`config.mk`:
```
export PLATFORM = sky130hd
export DESIGN_NAME = can_status_irq_accept_filter
export DESIGN_NICKNAME = d
export VERILOG_FILES = /design/src/can_status_pkg.sv /design/src/can_status_irq_accept_filter.sv
export SDC_FILE = /design/constraint.sdc
export NUM_CORES = 1
export LEC_CHECK = 0
export BUFFER_PORTS_ARGS = -buffer_cell sky130_fd_sc_hd__buf_2
export CORE_MARGIN = 1
export CORE_UTILIZATION = 56
export DETAILED_ROUTE_END_ITERATION = 12
export GPL_TIMING_DRIVEN = 0
export MAX_ROUTING_LAYER = met4
export PLACE_DENSITY = 0.92
export SLEW_MARGIN = 15
export SYNTH_ARGS = -nofsm -noshare
export SYNTH_HDL_FRONTEND = slang
export SYNTH_SLANG_ARGS = --single-unit
export TNS_END_PERCENT = 20
```
`constraint.sdc`:
```
create_clock -name core_clk -period 4.5 [get_ports core_clk]
set_input_delay 0 -clock core_clk [delete_from_list [all_inputs] [get_ports core_clk]]
set_output_delay 0 -clock core_clk [all_outputs]
set_load 0.005 [all_outputs]
```
`src/can_status_pkg.sv`:
```
package can_status_pkg;

	// Register offsets on the plain register port.
	localparam logic [7:0] OFS_CONTROL = 8'h20;
	localparam logic [7:0] OFS_COMMAND = 8'h21;
	localparam logic [7:0] OFS_STATUS = 8'h22;
	localparam logic [7:0] OFS_IRQ_FLAGS = 8'h23;
	localparam logic [7:0] OFS_ACC_CODE = 8'h24;
	localparam logic [7:0] OFS_ACC_MASK = 8'h25;

	// Control register fields.
	localparam int CTL_RESET_REQUEST = 0;
	localparam int CTL_RX_IRQ_EN = 1;
	localparam int CTL_TX_IRQ_EN = 2;
	localparam int CTL_ERR_IRQ_EN = 3;
	localparam int CTL_OVR_IRQ_EN = 4;
	localparam logic [7:0] CONTROL_RESET = 8'h01;

	// Command register fields (write only).
	localparam int CMD_TX_REQUEST = 0;
	localparam int CMD_ABORT = 1;
	localparam int CMD_RELEASE_RX = 2;
	localparam int CMD_CLEAR_OVERRUN = 3;
	localparam int CMD_SLEEP = 4;
	localparam logic [7:0] COMMAND_READ_VALUE = 8'hff;

	// Status register fields.
	localparam int ST_RX_FULL = 0;
	localparam int ST_OVERRUN = 1;
	localparam int ST_TX_ACCESS = 2;
	localparam int ST_TX_COMPLETE = 3;
	localparam int ST_RECEIVING = 4;
	localparam int ST_TRANSMITTING = 5;
	localparam int ST_ERR_WARNING = 6;
	localparam int ST_OFF_BUS = 7;
	localparam logic [7:0] STATUS_RESET = 8'h0c;

	// Interrupt flag register fields.
	localparam int IF_RX = 0;
	localparam int IF_TX = 1;
	localparam int IF_ERR = 2;
	localparam int IF_OVR = 3;
	localparam int IF_WAKE = 4;

	// Limits and counts.
	localparam int ERR_WARN_LIMIT = 96;
	localparam int BUS_OFF_LIMIT = 256;
	localparam int RECOVERY_SEQUENCES = 128;
	localparam int RX_BUFFERS = 2;

	typedef struct packed {
		logic tx_start;
		logic tx_ok;
		logic arb_lost;
		logic rx_start;
		logic rx_done;
		logic frame_idle;
		logic recessive_seq;
		logic bus_activity;
	} engine_ev_t;

endpackage

```
`src/can_status_irq_accept_filter.sv`:
```
`timescale 1ns/1ps
// What this block does
// RULE1: Transmit errors at 256 force off-bus and reset request.
// RULE2: Off-bus clears after 128 recessive sequences.
// RULE3: Warning flag follows either counter reaching 96.
// RULE4: Transmitting and receiving flags show bus activity.
// RULE5: Transmit request clears complete flag; success sets it.
// RULE6: Abort before sending releases buffer, complete stays clear.
// RULE7: Buffer access flag clear while message pending.
// RULE8: Both buffers full sets overrun, drops message.
// RULE9: Clear-overrun command clears the overrun flag.
// RULE10: Own transmission occupies a buffer, may overrun. Here it can only overrun; it takes no buffer.
// RULE11: Release clears full flag unless second buffer holds.
// RULE12: Reading interrupt register clears every interrupt flag.
// RULE13: Bus activity while asleep wakes and flags it.
// RULE14: Overrun interrupt flag when enabled; cleared read/reset.
// RULE15: Error interrupt on warning or off-bus change.
// RULE16: Transmit interrupt at transmission end when enabled.
// RULE17: Receive interrupt sets with receive-full flag.
// RULE18: Messages stored always; only accepted ones notify. Here a rejected message is stored only when a send starts in the same cycle.
// RULE19: Acceptance registers usable only under reset request.
// RULE20: Code matches ID10..ID3 where mask bit clear.
// RULE21: Accepted message goes to free buffer, else overrun.
// RULE22: Status read only; defined values after resets.
// RULE23: Reset request aborts current frame, enters reset.
// RULE24: Release returns the buffer held by software.
// RULE25: Interrupt output high while any flag set.
module can_status_irq_accept_filter import can_status_pkg::*; #(
	parameter int TEC_W = 9,
	parameter int REC_W = 8,
	parameter int RECOVERY_COUNT = RECOVERY_SEQUENCES
) (
	input wire logic core_clk,
	input wire logic nrst,
	input wire logic ce,
	input wire logic [7:0] addr,
	input wire logic [7:0] wdata,
	input wire logic wr,
	input wire logic rd,
	output logic [7:0] rdata,
	input wire engine_ev_t ev,
	input wire logic [7:0] rx_id_hi,
	input wire logic [TEC_W-1:0] tx_err_count,
	input wire logic [REC_W-1:0] rx_err_count,
	output logic irq,
	output logic reset_state,
	output logic counters_clear,
	output logic tx_go,
	output logic sleep_mode,
	output logic bus_on
);

	if (TEC_W < 9 || REC_W < 7 || RECOVERY_COUNT < 1 || RECOVERY_COUNT > 255) begin : g_check
		$error("Counter widths or recovery count out of range.");
	end

	logic reset_request;
	logic [4:1] irq_enable;
	logic off_bus, error_warning, transmitting, receiving;
	logic tx_complete, tx_pending, overrun, sleeping;
	logic [1:0] buf_count;
	logic [7:0] acc_code, acc_mask;
	logic [4:0] flags;
	logic [7:0] recovery_cnt;

	function automatic logic reg_hit(input logic [7:0] a, input logic [7:0] ofs);
		return a == ofs;
	endfunction

	logic ctl_wr, cmd_wr, irq_rd, on_bus, accept, store_try, overrun_set;
	logic tx_release, abort_ok, next_warning, recover_done, bus_off_hit;
	logic [4:0] flag_set;
	logic [7:0] status_value;

	always_comb begin
		ctl_wr = wr && reg_hit(addr, OFS_CONTROL);
		cmd_wr = wr && reg_hit(addr, OFS_COMMAND) && !reset_request;
		irq_rd = rd && reg_hit(addr, OFS_IRQ_FLAGS);
		on_bus = !reset_request && !off_bus;
		accept = &(~(acc_code ^ rx_id_hi) | acc_mask); // [RULE20]
		// The outgoing frame takes no receive buffer, but a send start is still a store try that can overrun.
		store_try = on_bus && ((ev.rx_done && accept) || ev.tx_start); // [RULE10] [RULE21]
		overrun_set = store_try && buf_count == 2'(RX_BUFFERS); // [RULE8]
		abort_ok = cmd_wr && wdata[CMD_ABORT] && tx_pending && !transmitting; // [RULE6]
		tx_release = (on_bus && ev.tx_ok && tx_pending) || abort_ok;
		next_warning = (tx_err_count >= TEC_W'(ERR_WARN_LIMIT))
			|| (rx_err_count >= REC_W'(ERR_WARN_LIMIT)); // [RULE3]
		// The engine zeroes its counters one cycle after the clear pulse.
		// Until then the old count would send the node straight back off the bus.
		bus_off_hit = !off_bus && !counters_clear
			&& tx_err_count >= TEC_W'(BUS_OFF_LIMIT); // [RULE1]
		recover_done = off_bus && !reset_request && ev.recessive_seq
			&& recovery_cnt == 8'(RECOVERY_COUNT - 1); // [RULE2]
		flag_set = '0;
		flag_set[IF_RX] = irq_enable[CTL_RX_IRQ_EN] && on_bus && ev.rx_done && accept
			&& buf_count != 2'(RX_BUFFERS); // [RULE17]
		flag_set[IF_TX] = irq_enable[CTL_TX_IRQ_EN] && tx_release; // [RULE16]
		flag_set[IF_ERR] = irq_enable[CTL_ERR_IRQ_EN]
			&& ((next_warning != error_warning) || bus_off_hit || recover_done); // [RULE15]
		flag_set[IF_OVR] = irq_enable[CTL_OVR_IRQ_EN] && overrun_set; // [RULE14]
		flag_set[IF_WAKE] = sleeping && ev.bus_activity; // [RULE13]
		status_value = {off_bus, error_warning, transmitting, receiving,
			tx_complete, !tx_pending, overrun, buf_count != 2'd0}; // [RULE7] [RULE11]
	end

	// Reset request: set by external reset, software or bus-off; cleared by software only.
	always_ff @(posedge core_clk) begin
		if (!nrst) begin
			reset_request <= CONTROL_RESET[CTL_RESET_REQUEST];
			irq_enable <= CONTROL_RESET[4:1];
		end else if (ce) begin
			if (ctl_wr) begin
				reset_request <= wdata[CTL_RESET_REQUEST];
				irq_enable <= wdata[4:1];
			end
			if (bus_off_hit) begin
				reset_request <= 1'b1; // [RULE1]
			end
		end
	end

	// Off-bus and recovery counting of recessive sequences.
	always_ff @(posedge core_clk) begin
		if (!nrst) begin
			off_bus <= STATUS_RESET[ST_OFF_BUS];
			recovery_cnt <= 8'h00;
			counters_clear <= 1'b0;
		end else if (ce) begin
			counters_clear <= recover_done; // [RULE2]
			if (bus_off_hit) begin
				off_bus <= 1'b1; // [RULE1]
				recovery_cnt <= 8'h00;
			end else if (recover_done) begin
				off_bus <= 1'b0; // [RULE2]
				recovery_cnt <= 8'h00;
			end else if (off_bus && !reset_request && ev.recessive_seq) begin
				recovery_cnt <= recovery_cnt + 8'h01;
			end
		end
	end

	// Warning level is kept through a reset request, as is the off-bus flag.
	always_ff @(posedge core_clk) begin
		if (!nrst) begin
			error_warning <= STATUS_RESET[ST_ERR_WARNING];
		end else if (ce) begin
			error_warning <= next_warning; // [RULE3]
		end
	end

	// Activity flags; a reset request aborts whatever frame is on the wire.
	always_ff @(posedge core_clk) begin
		if (!nrst) begin
			transmitting <= STATUS_RESET[ST_TRANSMITTING];
			receiving <= STATUS_RESET[ST_RECEIVING];
		end else if (ce) begin
			if (!on_bus) begin
				transmitting <= 1'b0; // [RULE23]
				receiving <= 1'b0;
			end else begin
				if (ev.tx_ok || ev.arb_lost || ev.frame_idle) begin
					transmitting <= 1'b0;
				end
				if (ev.rx_done || ev.frame_idle) begin
					receiving <= 1'b0;
				end
				if (ev.tx_start && tx_pending) begin
					transmitting <= 1'b1; // [RULE4]
				end
				if (ev.arb_lost || (ev.rx_start && !transmitting)) begin
					receiving <= 1'b1; // [RULE4]
				end
			end
		end
	end

	// Transmit request, abort and completion.
	always_ff @(posedge core_clk) begin
		if (!nrst) begin
			tx_pending <= !STATUS_RESET[ST_TX_ACCESS];
			tx_complete <= STATUS_RESET[ST_TX_COMPLETE];
		end else if (ce) begin
			if (reset_request) begin
				tx_pending <= 1'b0; // [RULE23]
				tx_complete <= STATUS_RESET[ST_TX_COMPLETE]; // [RULE22]
			end else if (cmd_wr && wdata[CMD_TX_REQUEST] && !tx_pending) begin
				tx_pending <= 1'b1; // [RULE7]
				tx_complete <= 1'b0; // [RULE5]
			end else if (tx_release) begin
				tx_pending <= 1'b0; // [RULE6]
				tx_complete <= !abort_ok; // [RULE5]
			end
		end
	end

	// Receive buffers: the count includes the one held by software.
	always_ff @(posedge core_clk) begin
		if (!nrst) begin
			buf_count <= 2'd0;
		end else if (ce) begin
			if (reset_request) begin
				buf_count <= 2'd0; // [RULE22]
			end else begin
				// A release with the second buffer full leaves the full flag set at once.
				case ({cmd_wr && wdata[CMD_RELEASE_RX] && buf_count != 2'd0,
						store_try && ev.rx_done && !overrun_set})
					2'b10: buf_count <= buf_count - 2'd1; // [RULE11] [RULE24]
					2'b01: buf_count <= buf_count + 2'd1; // [RULE18] [RULE21]
					default: buf_count <= buf_count;
				endcase
			end
		end
	end

	// Overrun: hardware set wins over the clear command in the same cycle.
	always_ff @(posedge core_clk) begin
		if (!nrst) begin
			overrun <= STATUS_RESET[ST_OVERRUN];
		end else if (ce) begin
			if (reset_request || (cmd_wr && wdata[CMD_CLEAR_OVERRUN])) begin
				overrun <= 1'b0; // [RULE9]
			end
			if (overrun_set) begin
				overrun <= 1'b1; // [RULE8]
			end
		end
	end

	// Sleep command and wake-up on bus activity.
	always_ff @(posedge core_clk) begin
		if (!nrst) begin
			sleeping <= 1'b0;
		end else if (ce) begin
			if (cmd_wr) begin
				sleeping <= wdata[CMD_SLEEP];
			end
			if (sleeping && ev.bus_activity) begin
				sleeping <= 1'b0; // [RULE13]
			end
		end
	end

	// Interrupt flags clear on read; a set in the same cycle survives.
	// Error and wake flags survive a reset request; the others do not.
	always_ff @(posedge core_clk) begin
		if (!nrst) begin
			flags <= 5'h00;
		end else if (ce) begin
			if (irq_rd) begin
				flags <= flag_set; // [RULE12]
			end else if (reset_request) begin
				flags <= (flags & 5'h14) | flag_set; // [RULE14] [RULE16] [RULE17]
			end else begin
				flags <= flags | flag_set;
			end
		end
	end

	// Acceptance code and mask only answer while the reset request is set.
	always_ff @(posedge core_clk) begin
		if (!nrst) begin
			acc_code <= 8'h00;
			acc_mask <= 8'hff;
		end else if (ce && wr && reset_request) begin
			if (reg_hit(addr, OFS_ACC_CODE)) begin
				acc_code <= wdata; // [RULE19]
			end
			if (reg_hit(addr, OFS_ACC_MASK)) begin
				acc_mask <= wdata; // [RULE19]
			end
		end
	end

	// Read data stands for one cycle only; unmapped or locked reads give ones.
	always_ff @(posedge core_clk) begin
		if (!nrst) begin
			rdata <= 8'h00;
		end else if (ce) begin
			rdata <= 8'h00;
			if (rd) begin
				case (addr)
					OFS_CONTROL: rdata <= {3'b000, irq_enable, reset_request};
					OFS_COMMAND: rdata <= COMMAND_READ_VALUE;
					OFS_STATUS: rdata <= status_value; // [RULE22]
					OFS_IRQ_FLAGS: rdata <= {3'b000, flags};
					OFS_ACC_CODE: rdata <= reset_request ? acc_code : 8'hff; // [RULE19]
					OFS_ACC_MASK: rdata <= reset_request ? acc_mask : 8'hff; // [RULE19]
					default: rdata <= 8'hff;
				endcase
			end
		end
	end

	// Outputs toward the CPU and the protocol engine.
	always_ff @(posedge core_clk) begin
		if (!nrst) begin
			irq <= 1'b0;
			reset_state <= 1'b1;
			tx_go <= 1'b0;
			sleep_mode <= 1'b0;
			bus_on <= 1'b0;
		end else if (ce) begin
			irq <= |flags; // [RULE25]
			reset_state <= reset_request; // [RULE23]
			tx_go <= tx_pending && on_bus && !transmitting;
			sleep_mode <= sleeping;
			bus_on <= on_bus; // [RULE1]
		end
	end
endmodule // can_status_irq_accept_filter

```
* After elaboration in Yosys (flattened, before gate mapping)
Index checks and enable logic that the tools add are counted.
Cells by class: add/subtract/negate cells 3, magnitude comparators 3, bitwise gates (word level) 5, multiplexer cells 31, equality and inequality tests 14, reductions and logical operators 78
Operators with widths (number):
- 8-bit by 6-bit == test with 1-bit output, second input constant | 6
- 8-bit 2-to-1 mux | 6
- 8-bit one-hot mux with 5 select lines | 1
- 1-bit logical AND | 39
- 2-bit AND reduction | 12
- 1-bit 2-to-1 mux | 20
- 1-bit logical OR | 10
- 5-bit 2-to-1 mux | 2
- 5-bit OR | 2
- 2-bit nonzero test | 5
- 9-bit by 7-bit >= comparator with 1-bit output, second input constant | 1
- 9-bit >= comparator, second input constant | 1
- 3-bit nonzero test | 3
- 8-bit by 1-bit adder with 8-bit output, second input constant | 1
- 8-bit by 7-bit == test with 1-bit output, second input constant | 1
- 8-bit by 7-bit >= comparator with 1-bit output, second input constant | 1
- 8-bit inverter | 1
- 8-bit OR | 1
- 8-bit AND reduction | 1
- 8-bit bitwise XOR | 1
- 1-bit zero test | 7
- 3-bit by 1-bit inequality test with 1-bit output, second input constant | 2
- 5-bit OR reduction | 1
- 2-bit == test, second input constant | 2
- 7 further kinds | 7
Word-level totals: input bits 54, word-level logic and storage cells 156, output and inout port bits 14, register bits 58

* Longest topological paths before layout
Gate-level depths: netlist of run 1.
depth in word-level cells 13, depth in mapped cells 7

* Least setup slack after synthesis of run 1
No wires, ideal clock.
kind register to register, start point register reset_request, end point register rdata[1], cell stages (with the launch flop) 8, path buffers 1, arrival time 1502 ps, data required time 4385 ps, slack 2883 ps, path through dfxtp_1 -> buf_2 -> nor2b_1 -> a211oi_1 -> a21oi_1 -> a2111oi_0 -> o22ai_1 -> and2_1
On the way: longest elaborated chain between the ends 3
Ends and longest elaborated chain:
- start: declaration | RTL line can_status_irq_accept_filter.sv:57 | logic reset_request;
- start signal: assignment | RTL line can_status_irq_accept_filter.sv:109 | reset_request <= CONTROL_RESET[CTL_RESET_REQUEST];
- start signal: assignment | RTL line can_status_irq_accept_filter.sv:113 | reset_request <= wdata[CTL_RESET_REQUEST];
- 8-bit 2-to-1 mux (on tied branches) | RTL line can_status_irq_accept_filter.sv:287, can_status_irq_accept_filter.sv:286
- 8-bit one-hot mux with 5 select lines * | RTL line can_status_irq_accept_filter.sv:281 | case (addr)
- 8-bit 2-to-1 mux * | RTL line can_status_irq_accept_filter.sv:280 | if (rd) begin
- end signal: assignment | RTL line can_status_irq_accept_filter.sv:282 | OFS_CONTROL: rdata <= {3'b000, irq_enable, reset_request};
- end signal: assignment | RTL line can_status_irq_accept_filter.sv:284 | OFS_STATUS: rdata <= status_value;
- end signal: assignment | RTL line can_status_irq_accept_filter.sv:287 | OFS_ACC_MASK: rdata <= reset_request ? acc_mask : 8'hff;
- end: declaration | RTL line can_status_irq_accept_filter.sv:40 | output logic [7:0] rdata,
Every way passes the cells marked *; elsewhere a longest branch is shown, timed or not. A chain may end at the register's enable or synchronous reset.

* Worst setup path in the final report of run 1
start point register reset_request, end point register rdata[3]
The elaborated chain is that of the path after synthesis.

==> results of run 1 <==
-- through the flow --
stage / hold WS [ns] / power (mW)
CTS: 0.00128 / 1.24
global placement: 0.232 / 0.637
finish: 0.0109 / 1.25
floorplan: 0.128 / 0.589
detailed placement: 0.237 / 0.639
global route: 0.0172 / 1.28
-- power by group through the flow --
stage	clock, mW	sequential (mW)	combinational [mW]
2_1_floorplan	0	0.535	0.0541
3_3_place_gp	0	0.535	0.102
3_5_place_dp	0	0.535	0.104
4_1_cts	0.608	0.524	0.110
5_1_grt	0.635	0.524	0.121
6_report	0.609	0.524	0.113
-- flip-flops by register name, summed over array words and instances, names as in the netlist, 2 cells and up --
register and count:
buf_count 2, recovery_cnt 8, rdata 8, acc_code 8, flags 5, irq_enable 4, acc_mask 8
-- worst register-to-register path, stage by stage (launching register included) --
cell       delay, ns
dfxtp_1         0.32
buf_2           0.26
nor2b_1         0.08
a211oi_1        0.35
a21oi_1         0.07
a2111oi_0       0.71
o22ai_1         0.15
and2_1          0.20
-- layer usage --
layer / vias up / track usage / wire length, um
met4: 0 / 0.208 / 456
li1: 1445 / - / -
met2: 159 / 0.516 / 4010
met3: 47 / 0.0651 / 594
met1: 1477 / 0.398 / 3720
met5: - / - / 0
-- cells by family (layout without fill, tap and decap cells) --
logic type,count (synthesis),count (layout),synth area share
xor+xnor,15,15,0.0429
buf+inv,32,111,0.0470
compound gates,76,76,0.161
mux,31,31,0.101
flops,58,58,0.379
simple gates,149,149,0.265
fa+ha+maj,1,1,0.00409
-- layout make-up --
class,count,area (um2),share of cell area
multi-input combinational,272,1760,0.468
timing repair buffer,63,355,0.0946
sequential,58,1160,0.309
inverter,14,52.6,0.0140
clock inverter,5,100,0.0266
clock buffer,11,151,0.0403
tap,70,87.6,0.0233
buffer,18,91.3,0.0243
-- placed cells by master (no fill, tap or decap), types with 3 or more instances in the layout --
cell type and n:
nor2_1 43, a32oi_1 3, a21oi_1 18, bufinv_16 3, xnor2_1 11, nand4_1 5, nand2_1 35, a31oi_1 4
nand3b_1 5, nor2b_1 6, buf_2 59, xor2_1 4, nand4b_1 5, and2_1 7, nand2b_1 6, buf_4 3
dlygate4sd3_1 8, o22ai_1 10, nand3_1 11, clkbuf_1 9, a2111oi_0 3, clkbuf_8 11, inv_1 13, o21ai_0 16
nor3_1 3, nor4_1 4, dfxtp_1 58, mux2i_1 31, and3_1 3, a211oi_1 5
-- what timing repair did --
| item | in CTS | in global routing |
|---|---|---|
| endpoints found under the hold margin | 13 | 0 |
| hold buffers | 8 | 0 |
| endpoints found under the setup margin | 0 | 0 |
-- worst paths after layout --
path	cells past startpoint	from	to	slack, ns
setup / recovery	7	reset_request	rdata[3]	2.26
hold / removal	3	ev[7]	transmitting	0.01
setup reg to reg	7	reset_request	rdata[3]	2.26
hold reg to reg	1	rdata[0]	rdata[0]	0.46
==> impl_metrics.yaml, run 1 <==
cells_and_area:
  syn_to_final_growth_pct: 22.7
  final_cell_area_um2: 3760
  drive_gt1_frac: 0.206
  instances_no_fill: 511
  utilization: 0.726
  nets: 491
  n_fill_cell: 403
  num_antenna_cells: 0
placement:
  hpwl_um: 6240
  place_ws_ns: 2.38
  gp_congestion: 0.960
  port_buffers: 55
  dp_cells: 487
  placed_cell_area_um2: 3420
pwr:
  p_sw_mw: 0.283
  combPwrFrac: 0.090
  power.leakage_nw: 1.53
  pwr-share-seq: 0.420
  vdd_drop_max_uv: 253
  power_frac_clock: 0.489
  sw_frac_of_total: 0.227
  powerDensity_nw_per_um2: 331
  internal_power_mw: 0.962
floorplan:
  core_area_um2: 5170
  rows: 26
  die_w_um: 75.9
  start_util: 0.592
  die_h_um: 75.9
  ioPinCount: 68
  fp.dieArea_um2: 5770
global_route:
  grt_pass1_vias: 3081
  grt_max_degree: 11
  grt.overflow.total: 0
  antenna_found_initial: 0
  grt_pass1_wl_um: 14600
  track_usage: 0.333
sta:
  hold_violations: 0
  relSlewSlack: 0.479
  fmax_ghz: 0.447
  rsz0062_at_grt: "no"
  final_max_slew_viol_count: 0
  period_needed_ns: 2.24
  setup_slack_ns: 2.26
  max_slew.worst_pin.slew_ns: 0.761
  finalSetupViolCount: 0
  finalCritPeriodShare: 0.497
  finClkSkew_ns: 0.00688
  finalSetupTns_ns: 0
synth:
  synthArstFlopShare: 0
  synth_nets: 417
  synth_area_leaders: "dfxtp_1 38%, mux2i_1 10%, nor2_1 5.3%"
  syn_area_um2: 3060
  synth_area_leader_cell: "dfxtp_1"
  synth_common_cells: "58 x dfxtp_1, 43 x nor2_1, 35 x nand2_1"
  synth_flop_cell: "dfxtp_1"
  synth_cell_type_count: 59
  yosysTopAreaCellShare: 0.379
  synth_edf_count: 0
  synthCells: 362
  synth.most_common_cell: "dfxtp_1"
  synth_seq_cells: 58
  seq_area_frac_synth: 0.379
  synth_area_per_cell_um2: 8.46
  yosysWarnings: 0
setup_path:
  critPathKind: "reg2reg"
  cp-start-kind: "flop"
  slowest_delay_ns: 0.71
  required_ns: 4.74
  path_buf_inv: 1
  path_cells: "buf_2 > nor2b_1 > a211oi_1 > a21oi_1 > a2111oi_0 > o22ai_1 > and2_1"
  critical_path.top_delay_family: "compound AO/OA/AOI/OAI gates"
  slowest_stage: "a2111oi_0"
  critPathArrivalTime_ns: 2.47
  critPathCaptureType: "flop"
  path_max_fanout: 10
clock_network:
  insertion_delay_ns: 0.34
  h-tree-depth: 3
  root_buffer: "clkbuf_8"
  cts_tree: "built"
  clock_sinks: 58
  clockBufferDepth: 2
  post_cts_buffers: 0
  cts.reportedPaths.clkPinSlew_ns: 0.07
  cts-resized-gates: 0
  cts_buffers: 9
routing:
  routedWlPerCell_um: 17.2
  vias: 3128
  wl_um: 8780
  drtAntennaViolNets: 0
  via_per_inst: 6.12
  first_pass_iters: 5
  drc_errors: 0
  detail_route.iter0.violations: 407
job:
  drv_cap: 0
min_path:
  hp-class: "in2reg"
status:
  outcome: "complete, no violations"
No activity file was read; power rests on OpenSTA's default activity.
==> run 2, diff against run 1 <==
- CORE_UTILIZATION: 56 -> 49
- PLACE_DENSITY: 0.92 -> 0.86
- clock period: 4.5 -> 1.9 ns (I/O delays scaled with it)
==> run 2 against run 1 <==
Largest power group unchanged. Routed wire length increased by 7.0%. Largest cell class unchanged. Clock skew decreased by 0.0013 ns. Critical endpoint is now flags[3]. Via count increased by 0.74%.
==> impl_metrics.yaml, run 2 (same netlist as run 1, synthesis figures left out) <==
global_route:
  grt_max_degree: 11
  grt_pass1_vias: 2984
  track_usage: 0.304
  antenna_found_initial: 0
  grt_pass1_wl_um: 14400
  grt.overflow.total: 0
setup_path:
  path_max_fanout: 5
  critPathKind: "reg2reg"
  critPathArrivalTime_ns: 2.14
  critPathCaptureType: "flop"
  cp-start-kind: "flop"
  required_ns: 2.17
floorplan:
  start_util: 0.511
  die_w_um: 81.0
  rows: 28
  die_h_um: 81.0
  core_area_um2: 5990
  fp.dieArea_um2: 6570
  ioPinCount: 68
clock_network:
  cts_buffers: 9
  post_cts_buffers: 0
  clockBufferDepth: 2
  clock_sinks: 58
  cts.reportedPaths.clkPinSlew_ns: 0.07
  cts_tree: "built"
  root_buffer: "clkbuf_8"
  h-tree-depth: 3
  insertion_delay_ns: 0.34
sta:
  fmax_ghz: 0.534
  hold_violations: 0
  hold_slack_ns: 0.0115
  max_slew.worst_pin.slew_ns: 0.655
  finalCritPeriodShare: 0.986
  finClkSkew_ns: 0.00554
  finalSetupViolCount: 0
  period_needed_ns: 1.87
  rsz0062_at_grt: "no"
  final_max_slew_viol_count: 0
  relSlewSlack: 0.563
cells_and_area:
  final_cell_mix: "58 x buf_2, 58 x dfxtp_1, 42 x nor2_1, 35 x nand2_1, 31 x mux2i_1"
  instances_no_fill: 516
  nets: 491
  num_antenna_cells: 0
  drive_gt1_frac: 0.229
  syn_to_final_growth_pct: 25.4
routing:
  first_pass_iters: 5
  via_per_inst: 6.11
  drtAntennaViolNets: 0
  routedWlPerCell_um: 18.2
  detail_route.iter0.violations: 477
  wl_um: 9390
  drc_errors: 0
  vias: 3151
job:
  drv_cap: 0
pwr:
  powerDensity_nw_per_um2: 773
  power.leakage_nw: 1.54
  vdd_drop_max_uv: 459
status:
  outcome: "complete, no violations"
min_path:
  hp-class: "in2reg"
placement:
  hpwl_um: 6520
  port_buffers: 55
  dp_cells: 492
  gp_congestion: 0.935
[run 2: area by class of cell]
type	instances	area [um2]
Multi-Input combinational cell	272	1830
Inverter	14	52.6
Clock inverter	5	100
Clock buffer	11	151
Timing Repair Buffer	63	355
Sequential cell	58	1160
Buffer	18	95.1
Fill cell	502	2150
Tap cell	75	93.8
[run 2: worst max-delay path, stage by stage, from the launching register on]
cell and delay [ns]:
dfxtp_1 0.34, xnor2_1 0.19, o22ai_1 0.11, nor2_1 0.30, a21oi_1 0.24, nor4b_2 0.46
o2bb2ai_1 0.16
[run 2: final timing paths]
path                from        end  slack (ns)  depth (start not counted)
max reg2reg  acc_code[7]   flags[3]        0.03                          6
max          acc_code[7]   flags[3]        0.03                          6
min                ev[5]  receiving        0.01                          3
min reg2reg     rdata[2]   rdata[2]        0.45                          2
[run 2: report_power, final]
group,switching (mW),internal [mW],total [mW]
combinational,0.167,0.112,0.279
sequential,0.00885,1.23,1.24
clock,0.511,0.939,1.45
total,0.687,2.28,2.97
[run 2: through the flow]
| step | area, um2 | util | TNS [ns] | worst slack (ns) | total power, mW |
|---|---|---|---|---|---|
| 2_1_floorplan | 3060 | - | 0 | 0.283 | 1.39 |
| 3_3_place_gp | 3430 | 0.573 | -0.560 | -0.278 | 1.51 |
| 3_5_place_dp | 3430 | 0.573 | -0.619 | -0.288 | 1.51 |
| 4_1_cts | 3790 | 0.632 | 0 | 0.0239 | 2.95 |
| 5_1_grt | 3840 | 0.641 | 0 | 0.0166 | 3.07 |
| 6_report | 3840 | 0.641 | 0 | 0.0269 | 2.97 |
[run 2: timing repair]
item	4_1_cts	5_1_grt
hold buffers	8	0
endpoints found under the setup margin	6	13
resized for setup	7	9
endpoints found under the hold margin	16	0
pin swaps	0	1
[run 2: metal layers]
layer | global-route usage | routed length [um] | up-vias
met5 | - | 0 | -
met4 | 0.180 | 411 | 0
met3 | 0.0685 | 768 | 47
met2 | 0.466 | 4390 | 183
met1 | 0.363 | 3820 | 1477
li1 | - | - | 1444
